`src/design/sbbd_regs.svh`:
```
// register offsets, field positions and reset values of the discard decoder
// assumes byte addresses on a 32-bit AXI4-Lite bus, one word per register
`ifndef SBBD_REGS_SVH
`define SBBD_REGS_SVH
`define SBBD_CTRL_OFS 8'h00
`define SBBD_STATUS_OFS 8'h04
`define SBBD_MASK_OFS 8'h08
`define SBBD_TOTAL_OFS 8'h0C
`define SBBD_CTRL_DEST_BIT 0
`define SBBD_CTRL_CLR_BIT 1
`define SBBD_EV_TERR_BIT 0
`define SBBD_EV_ABORT_BIT 1
`define SBBD_EV_DROP_BIT 2
`define SBBD_TYPE_HI 127
`define SBBD_TYPE_LO 124
`define SBBD_ZERO_HI 123
`define SBBD_ZERO_LO 120
`define SBBD_LEN_HI 95
`define SBBD_LEN_LO 64
`define SBBD_RESP_OKAY 2'h0
`define SBBD_RESP_SLVERR 2'h2
`define SBBD_CTRL_RST 1'h0
`define SBBD_MASK_RST 3'h0
`endif

```
`src/design/sbbd_pkg.sv`:
```
// types shared by the discard decoder
// assumes the offsets and fields come from sbbd_regs.svh
package sbbd_pkg;
    // descriptor type codes in the identifier's upper nibble
    typedef enum logic [3:0]
    {
        SBBD_DATA = 4'h0,
        SBBD_BUCKET = 4'h1,
        SBBD_SEG = 4'h2,
        SBBD_LASTSEG = 4'h3
    } sbbd_dtype_t;
    // whole state of the decoder, registered once
    typedef struct packed
    {
        logic dest_dir;
        logic [2:0] sts;
        logic [2:0] msk;
        logic [31:0] total;
        logic aw_have;
        logic [7:0] aw_addr;
        logic w_have;
        logic [31:0] w_data;
        logic [3:0] w_strb;
        logic awready;
        logic wready;
        logic bvalid;
        logic [1:0] bresp;
        logic arready;
        logic rvalid;
        logic [31:0] rdata;
        logic [1:0] rresp;
        logic irq;
        logic dready;
        logic res_valid;
        logic [31:0] res_drop;
        logic res_terr;
        logic res_abort;
        logic res_lb;
    } sbbd_state_t;
endpackage : sbbd_pkg

```
`src/design/sbbd_decoder.sv`:
```
// discard (bit bucket) descriptor decoder with AXI4-Lite registers
// assumes descriptors arrive from logic on CLOCK_IN, one 16-byte entry per beat
//
// Functional notes
// type nibble one marks a discard descriptor
// nonzero low identifier nibble is type error
// destination direction: length counts dropped source bytes
// zero length drops nothing, still valid
// source direction ignores the length entirely
// only destination discard lengths count toward blocks
// reserved bytes 0-7 and 12-14 ignored
// reserved or unsupported type code is an error
// chaining descriptor only last; else abort
`include "sbbd_regs.svh"
`timescale 1ns/1ps
`default_nettype none
module sbbd_decoder
(
    input wire logic CLOCK_IN,
    input wire logic ARST_N_IN,
    input wire logic [7:0] AWADDR_IN,
    input wire logic AWVALID_IN,
    output logic AWREADY_OUT,
    input wire logic [31:0] WDATA_IN,
    input wire logic [3:0] WSTRB_IN,
    input wire logic WVALID_IN,
    output logic WREADY_OUT,
    output logic [1:0] BRESP_OUT,
    output logic BVALID_OUT,
    input wire logic BREADY_IN,
    input wire logic [7:0] ARADDR_IN,
    input wire logic ARVALID_IN,
    output logic ARREADY_OUT,
    output logic [31:0] RDATA_OUT,
    output logic [1:0] RRESP_OUT,
    output logic RVALID_OUT,
    input wire logic RREADY_IN,
    input wire logic [127:0] DESC_DATA_IN,
    input wire logic DESC_VALID_IN,
    input wire logic DESC_LAST_ENTRY_IN,
    input wire logic DESC_LAST_SEG_IN,
    output logic DESC_READY_OUT,
    output logic RES_VALID_OUT,
    output logic [31:0] RES_DROP_OUT,
    output logic RES_TYPE_ERR_OUT,
    output logic RES_ABORT_OUT,
    output logic RES_COUNTED_OUT,
    output logic [31:0] LOGICAL_BLOCK_BYTES_OUT,
    output logic IRQ_OUT
);
    // ************************************************************
    // decode of the incoming entry
    // ************************************************************
    sbbd_pkg::sbbd_state_t s; // registered state
    sbbd_pkg::sbbd_state_t next_s; // next state
    logic take; // entry accepted this edge
    logic [3:0] typ; // descriptor type nibble
    logic [3:0] zr; // identifier low nibble
    logic [31:0] len; // length field, bytes 8..11
    logic clr_now; // counter clear written this edge
    logic wr_go; // register write performed this edge
    // bytes 0-7 and 12-14 are never looked at
    assign take = DESC_VALID_IN && s.dready;
    assign typ = DESC_DATA_IN[`SBBD_TYPE_HI:`SBBD_TYPE_LO];
    assign zr = DESC_DATA_IN[`SBBD_ZERO_HI:`SBBD_ZERO_LO];
    assign len = DESC_DATA_IN[`SBBD_LEN_HI:`SBBD_LEN_LO];
    assign wr_go = s.aw_have && s.w_have && !s.bvalid;
    assign clr_now = wr_go && (s.aw_addr == `SBBD_CTRL_OFS)
        && s.w_strb[0] && s.w_data[`SBBD_CTRL_CLR_BIT];

    // byte-lane merge of a write into an old value
    function automatic logic [31:0] merge(input logic [31:0] old,
        input logic [31:0] nw, input logic [3:0] be);
        logic [31:0] r;
        r = old;
        for (int i = 0; i < 4; i++)
        begin
            if (be[i])
            begin
                r[i*8 +: 8] = nw[i*8 +: 8];
            end
        end
        return r;
    endfunction : merge

    // ************************************************************
    // next-state logic
    // ************************************************************
    always_comb
    begin
        logic [2:0] ev; // events raised this cycle
        logic [2:0] rclr; // status bits cleared by a read
        logic [31:0] tmp; // merged write value
        ev = 3'h0;
        rclr = 3'h0;
        tmp = 32'h0;
        next_s = s;
        next_s.res_valid = 1'b0;
        next_s.dready = 1'b1;
        // descriptor classification, one entry per cycle
        if (take)
        begin
            next_s.res_valid = 1'b1;
            next_s.res_drop = 32'h0;
            next_s.res_terr = 1'b0;
            next_s.res_abort = 1'b0;
            next_s.res_lb = 1'b0;
            unique case (typ)
                sbbd_pkg::SBBD_BUCKET:
                begin
                    if (zr != 4'h0)
                    begin
                        // low nibble must be zero
                        next_s.res_terr = 1'b1;
                    end
                    else if (s.dest_dir)
                    begin
                        // drop length bytes, zero drops none
                        next_s.res_drop = len;
                        next_s.res_lb = 1'b1;
                    end
                    // source direction: length disregarded
                end
                sbbd_pkg::SBBD_DATA:
                begin
                    // data blocks pass untouched, handled downstream
                end
                sbbd_pkg::SBBD_SEG, sbbd_pkg::SBBD_LASTSEG:
                begin
                    // chaining only as final entry of a non-last segment
                    if (!DESC_LAST_ENTRY_IN || DESC_LAST_SEG_IN)
                    begin
                        next_s.res_abort = 1'b1;
                    end
                end
                default:
                begin
                    // reserved and vendor codes unsupported
                    next_s.res_terr = 1'b1;
                end
            endcase
            ev[`SBBD_EV_TERR_BIT] = next_s.res_terr;
            ev[`SBBD_EV_ABORT_BIT] = next_s.res_abort;
            ev[`SBBD_EV_DROP_BIT] = next_s.res_lb;
        end
        // write address and data taken in either order
        if (AWVALID_IN && s.awready)
        begin
            next_s.aw_have = 1'b1;
            next_s.aw_addr = AWADDR_IN;
        end
        if (WVALID_IN && s.wready)
        begin
            next_s.w_have = 1'b1;
            next_s.w_data = WDATA_IN;
            next_s.w_strb = WSTRB_IN;
        end
        // counter: clear first, then add, so no discard is lost
        if (clr_now)
        begin
            next_s.total = 32'h0;
        end
        if (take && next_s.res_lb)
        begin
            // destination discards count toward the blocks
            next_s.total = next_s.total + len;
        end
        // write performed once both halves are held
        if (wr_go)
        begin
            next_s.bvalid = 1'b1;
            next_s.bresp = `SBBD_RESP_OKAY;
            next_s.aw_have = 1'b0;
            next_s.w_have = 1'b0;
            unique case (s.aw_addr)
                `SBBD_CTRL_OFS:
                begin
                    tmp = merge({31'h0, s.dest_dir}, s.w_data, s.w_strb);
                    next_s.dest_dir = tmp[`SBBD_CTRL_DEST_BIT];
                end
                `SBBD_MASK_OFS:
                begin
                    tmp = merge({29'h0, s.msk}, s.w_data, s.w_strb);
                    next_s.msk = tmp[2:0];
                end
                `SBBD_STATUS_OFS, `SBBD_TOTAL_OFS:
                begin
                    // read-only, write ignored
                end
                default:
                begin
                    next_s.bresp = `SBBD_RESP_SLVERR;
                end
            endcase
        end
        else if (s.bvalid && BREADY_IN)
        begin
            next_s.bvalid = 1'b0;
        end
        // read answers one cycle after the address is taken
        if (ARVALID_IN && s.arready)
        begin
            next_s.rvalid = 1'b1;
            next_s.rresp = `SBBD_RESP_OKAY;
            unique case (ARADDR_IN)
                `SBBD_CTRL_OFS: next_s.rdata = {31'h0, s.dest_dir};
                `SBBD_STATUS_OFS:
                begin
                    next_s.rdata = {29'h0, s.sts};
                    rclr = s.sts;
                end
                `SBBD_MASK_OFS: next_s.rdata = {29'h0, s.msk};
                `SBBD_TOTAL_OFS: next_s.rdata = s.total;
                default:
                begin
                    next_s.rdata = 32'h0;
                    next_s.rresp = `SBBD_RESP_SLVERR;
                end
            endcase
        end
        else if (s.rvalid && RREADY_IN)
        begin
            next_s.rvalid = 1'b0;
        end
        // sticky status: a new event beats the read clear
        next_s.sts = (s.sts & ~rclr) | ev;
        next_s.awready = !next_s.aw_have && !next_s.bvalid;
        next_s.wready = !next_s.w_have && !next_s.bvalid;
        next_s.arready = !next_s.rvalid;
        next_s.irq = |(next_s.sts & next_s.msk);
    end

    // ************************************************************
    // state register
    // ************************************************************
    always_ff @(posedge CLOCK_IN or negedge ARST_N_IN)
    begin
        if (!ARST_N_IN)
        begin
            s <= '0;
            s.dest_dir <= `SBBD_CTRL_RST;
            s.msk <= `SBBD_MASK_RST;
        end
        else
        begin
            s <= next_s;
        end
    end

    // outputs straight from the state flops
    assign AWREADY_OUT = s.awready;
    assign WREADY_OUT = s.wready;
    assign BVALID_OUT = s.bvalid;
    assign BRESP_OUT = s.bresp;
    assign ARREADY_OUT = s.arready;
    assign RVALID_OUT = s.rvalid;
    assign RDATA_OUT = s.rdata;
    assign RRESP_OUT = s.rresp;
    assign DESC_READY_OUT = s.dready;
    assign RES_VALID_OUT = s.res_valid;
    assign RES_DROP_OUT = s.res_drop;
    assign RES_TYPE_ERR_OUT = s.res_terr;
    assign RES_ABORT_OUT = s.res_abort;
    assign RES_COUNTED_OUT = s.res_lb;
    assign LOGICAL_BLOCK_BYTES_OUT = s.total;
    assign IRQ_OUT = s.irq;

    // helper: status read in flight, for the sticky check
    logic rclr_seen;
    assign rclr_seen = ARVALID_IN && s.arready && ARADDR_IN == `SBBD_STATUS_OFS;
endmodule : sbbd_decoder
`default_nettype wire

```
`config.mk`:
```
export PLATFORM = sky130hd
export DESIGN_NAME = sbbd_decoder
export DESIGN_NICKNAME = d
export VERILOG_FILES = /design/src/design/sbbd_pkg.sv /design/src/design/sbbd_decoder.sv
export VERILOG_INCLUDE_DIRS = /design/src /design/src/design
export SDC_FILE = /design/constraint.sdc
export NUM_CORES = 1
export LEC_CHECK = 0
export ABC_AREA = 1
export BUFFER_PORTS_ARGS = -buffer_cell sky130_fd_sc_hd__buf_4
export CAP_MARGIN = 20
export CORE_MARGIN = 2
export CORE_UTILIZATION = 40
export CTS_CLUSTER_DIAMETER = 100
export DETAILED_ROUTE_END_ITERATION = 6
export GPL_TIMING_DRIVEN = 0
export PLACE_DENSITY = 0.68
export SYNTH_ARGS = -nofsm -noshare
export SYNTH_HDL_FRONTEND = slang
export SYNTH_SLANG_ARGS = --single-unit
```
`constraint.sdc`:
```
create_clock -name CLOCK_IN -period 3.6 [get_ports CLOCK_IN]
set_clock_uncertainty 0.1 [all_clocks]
set_input_delay 0.72 -clock CLOCK_IN [delete_from_list [all_inputs] [get_ports CLOCK_IN]]
set_output_delay 0.72 -clock CLOCK_IN [all_outputs]
set_load 0.05 [all_outputs]
```
==> results by group <==
Pwr
  – Switching power share of the total: ~33%
  – Sequential share of power: 36.7%
  – Power density over the cells: around 430 mW/mm^2
  – Pint: roughly 3 mW
  – Relative contribution of combinational cells to total power: between 20% and 30%
  – Design Power: about 4.6 mW
  – Static leakage: 6.22 nW
  – Clock network power share: 40.1%
  – Net load switching power: 1.55 mW
  – Maximum ir drop on the vdd rail: roughly 0.00029 V

Clock network
  – Post-CTS Setup Bufs: 0
  – Clock-pin transition on the worst setup and hold timing paths: about 0.070 ns
  – Cts hold-fix bufs: 0
  – Count of H-tree levels built during CTS: 4
  – Total number of clock tree sinks: 130
  – Resize count post-CTS: 0
  – Clock latency of the later-clocked register in the worst-skew pair: roughly 0.43 ns
  – CTS tree: yes
  – Maximum clock insertion buffer count: 2
  – TritonCTS buffer count: 17
  – Root cell of the clock tree: sky130_fd_sc_hd__clkbuf_16

Floorplan
  – Initial core utilization: 40.4%
  – Die Area: between 0.02 and 0.025 sq mm
  – CORE AREA: 0.0209 sq mm
  – Vertical die dimension: 149 um
  – I/O pin count: 301
  – Floorplan row count: 53
  – Die Span X: 149 um

Logic synthesis
  – Sequential share of the synthesized area: 38.6%
  – Post-Synth XOR/XNOR Area: 1.45%
  – Warnings, synthesis: 0
  – Count of cell types in the netlist: 38
  – Post-Synthesis Mean Instance Area: 7.41 sq um
  – Cell area after synthesis: approximately 0.0084 sq mm
  – Post-synthesis compound-gate area fraction: a little under a tenth
  – Combinational family with the most area after synthesis: simple AND/OR/NAND/NOR gates
  – Post-synthesis simple-gate area fraction: between 20% and 30%
  – Flop and latch count out of synthesis: 130
  – Post-Synth Adder-Cell Area: 4.83%
  – Number of cells produced by synthesis: 1138
  – Fraction of synthesized area in multiplexers: 0%

GRT
  – Remaining Overflow, GRT: 0
  – Initial antenna violation count: 0
  – Vias in the first global route: 7103
  – Maximum number of pins on one net before global-route repair: 83
  – Global Route Usage Sum: 21.4%
  – First-pass GRT wire length: 36.8 mm

Final layout
  – Finished Cell Area: 0.0108 sq mm
  – Ant. Diodes: 0
  – Number of filler instances in the final layout: approximately 2100
  – Fraction of final layout cells sized beyond drive strength 1: between 20% and 30%
  – Area growth from synthesis to layout: 27.7%
  – Final-stage net count: about 1600

STA
  – Worst setup slack after layout: 0.330 ns
  – Slew at the pin closest to its max-slew limit: about 0.76 ns
  – Relative slew slack: 49.3%
  – Final number of setup-violating endpoints: 0
  – Final Hold Viols: 0
  – Post-layout minimum cycle time: 3.27 ns
  – Count of final max-slew check failures: 0
  – Fraction of the cycle the final worst path needs: 90.8%
  – Fmax achieved: roughly 300 MHz
  – Total Neg Setup Slack: 0 ns
  – Setup repair after global routing missed its margin: no

Outcome
  – Result of the run: finished clean

Detailed routing
  – Count of vias placed by the detailed router: roughly 7400
  – Number of search-and-repair iterations in the first detailed-routing pass: 5
  – Final antenna-violating net count: 0
  – Remaining design rule violation count: 0
  – DR vias/cell: around 4.6
  – First-iteration detailed-routing DRC count: 406
  – Drt total wl: 23.1 mm
  – Wirelength per Cell: ~14 um

Critical path
  – CP Data Arrival Time: ~3.5 ns
  – Reg-to-reg critical path startpoint: s[121]$_DFFE_PN0P_
  – Required @ worst endpoint: between 3 and 4 ns
  – Minimum setup slack among reg-to-reg paths: 0.33 ns
  – Biggest fanout along the worst timing path: 10
  – Worst reg2reg path endpoint: LOGICAL_BLOCK_BYTES_OUT[28]$_DFF_PN0_
  – Cells on worst reg2reg path: 17
  – Crit end category: register
  – Startpoint types: register
  – Category of the most critical setup path: reg2reg

Placement
  – Post-detailed-placement cell area: 0.0102 sq mm
  – Worst slack after detailed placement: 0.358 ns
  – Final weighted congestion in routability-driven placement: 0.865
  – Count of input and output buffers: between 150 and 200
  – Post-DP HPWL: 18.0 mm

Flow run
  – Max-capacitance violation count: 0

Worst hold path
  – Hold Path Class: in2async
==> synth_stat cells, drive strengths merged <==
cell type  count  area (sq um)
nand2        390          1530
inv          191           717
dfrtp        130          3250
buf          114           862
o21ai         63           353
nor2          58           238
nand3         47           263
a22o          31           272
ha            31           388
a21oi         20           100
xnor2         14           123
nand4         12          87.6
nand3b        10          75.1
clkbuf         8          30.0
nor3           5          41.3
and2           2          12.5
and3           2          12.5
conb           2          7.51
o21bai         2          15.0
a21o           1          7.51
a31oi          1          6.26
fa             1          20.0
nor4           1          6.26
o2111ai        1          8.76
or2            1          6.26
==> stage by stage <==
| stage | std cells | utilization, % | hold slack (ns) |
|---|---|---|---|
| 2_1_floorplan | 1139 | - | 0.324 |
| 3_3_place_gp | 1592 | 48.5 | 0.356 |
| 3_5_place_dp | 1593 | 48.6 | 0.366 |
| 4_1_cts | 1625 | 51.6 | 0.139 |
| 5_1_grt | 1625 | 51.6 | 0.154 |
| 6_report | 1625 | 51.6 | 0.122 |
==> power groups by stage <==
stage          Clock (mW)  Sequential [mW]  Combinational [mW]
2_1_floorplan           0             1.79               0.654
3_3_place_gp            0             1.72                1.06
3_5_place_dp            0             1.73                1.08
4_1_cts              1.88             1.70                1.08
5_1_grt              1.94             1.72                1.20
6_report             1.86             1.70                1.08
==> placed cells by master (no fill, tap or decap), types with 3 or more instances in the layout <==
| master | n |
|---|---|
| sky130_fd_sc_hd__inv_6 | 6 |
| sky130_fd_sc_hd__buf_6 | 6 |
| sky130_fd_sc_hd__nand3b_1 | 10 |
| sky130_fd_sc_hd__inv_2 | 26 |
| sky130_fd_sc_hd__nand3_2 | 3 |
| sky130_fd_sc_hd__dfrtp_1 | 130 |
| sky130_fd_sc_hd__clkbuf_16 | 17 |
| sky130_fd_sc_hd__bufinv_16 | 3 |
| sky130_fd_sc_hd__conb_1 | 3 |
| sky130_fd_sc_hd__xnor2_1 | 14 |
| sky130_fd_sc_hd__clkbuf_1 | 8 |
| sky130_fd_sc_hd__ha_1 | 31 |
| sky130_fd_sc_hd__a21oi_1 | 20 |
| sky130_fd_sc_hd__buf_4 | 281 |
| sky130_fd_sc_hd__nor3_1 | 3 |
| sky130_fd_sc_hd__inv_1 | 165 |
| sky130_fd_sc_hd__a22o_1 | 31 |
| sky130_fd_sc_hd__o21ai_0 | 39 |
| sky130_fd_sc_hd__o21ai_1 | 14 |
| sky130_fd_sc_hd__clkinvlp_4 | 4 |
| sky130_fd_sc_hd__buf_2 | 5 |
| sky130_fd_sc_hd__nand2_2 | 28 |
| sky130_fd_sc_hd__nand3_1 | 43 |
| sky130_fd_sc_hd__nand4_1 | 10 |
| sky130_fd_sc_hd__o21ai_2 | 10 |
| sky130_fd_sc_hd__nand2_1 | 362 |
| sky130_fd_sc_hd__nor2_1 | 52 |
| sky130_fd_sc_hd__nor2_2 | 5 |
==> critical path, cell delays in order (launching register included) <==
cell                       delay (ns)
sky130_fd_sc_hd__dfrtp_1         0.38
sky130_fd_sc_hd__nor2_1          0.11
sky130_fd_sc_hd__nand2_1         0.09
sky130_fd_sc_hd__nor2_2          0.23
sky130_fd_sc_hd__nand3_4         0.19
sky130_fd_sc_hd__buf_6           0.20
sky130_fd_sc_hd__nand2_1         0.08
sky130_fd_sc_hd__inv_1           0.04
sky130_fd_sc_hd__ha_1            0.23
sky130_fd_sc_hd__fa_1            0.48
sky130_fd_sc_hd__nand3_1         0.13
sky130_fd_sc_hd__nand3_2         0.12
sky130_fd_sc_hd__nand3_1         0.10
sky130_fd_sc_hd__nand3_1         0.20
sky130_fd_sc_hd__nand2_1         0.21
sky130_fd_sc_hd__nand3b_1        0.09
sky130_fd_sc_hd__nand3_1         0.10
sky130_fd_sc_hd__nand2_1         0.05
==> state kept, by name (all words and copies together), names as in the netlist, 21 cells and up <==
| register | flops |
|---|---|
| RDATA_OUT | 32 |
| s | 21 |
| RES_DROP_OUT | 32 |
| LOGICAL_BLOCK_BYTES_OUT | 32 |
==> kinds of logic after synthesis <==
logic type / Yosys count
buffers and inverters: 313
other: 2
xor gates and xnor gates: 14
and+or+nand+nor: 528
adders and majority gates: 32
AOI/OAI and AO/OA: 119
DFF: 130
==> routing by layer <==
layer	up-vias	GRT usage, %	share of wire, %
met5	-	0	0
met4	0	6.52	1.6
met3	25	3.03	4.8
met2	198	35.4	46
met1	3372	29.3	47
li1	3815	-	-
==> area by class of cell <==
class                           instances  area (sq um)  area share [%]
Timing Repair Buffer                  179          1370            12.7
Multi-Input combinational cell        696          3580            33.2
Sequential cell                       130          3250            30.2
Tap cell                              275           344            3.19
Clock inverter                         15           193            1.79
Buffer                                122           892            8.28
Inverter                              191           717            6.66
Clock buffer                           17           425            3.95
==> how the worst max path moves through the flow <==
stage / startpoint / end / slack [ns] / cells past startpoint
after floorplan: BVALID_OUT$_DFF_PN0_ / LOGICAL_BLOCK_BYTES_OUT[30]$_DFF_PN0_ / 0.73 / 19
after global placement: s[121]$_DFFE_PN0P_ / LOGICAL_BLOCK_BYTES_OUT[28]$_DFF_PN0_ / 0.38 / 17
after detailed placement: s[120]$_DFFE_PN0P_ / LOGICAL_BLOCK_BYTES_OUT[28]$_DFF_PN0_ / 0.36 / 17
after CTS: s[121]$_DFFE_PN0P_ / LOGICAL_BLOCK_BYTES_OUT[28]$_DFF_PN0_ / 0.33 / 17
after global routing: s[121]$_DFFE_PN0P_ / LOGICAL_BLOCK_BYTES_OUT[28]$_DFF_PN0_ / 0.07 / 17
final: s[121]$_DFFE_PN0P_ / LOGICAL_BLOCK_BYTES_OUT[28]$_DFF_PN0_ / 0.33 / 17
Note: power is estimated with default switching activity, not from simulation.
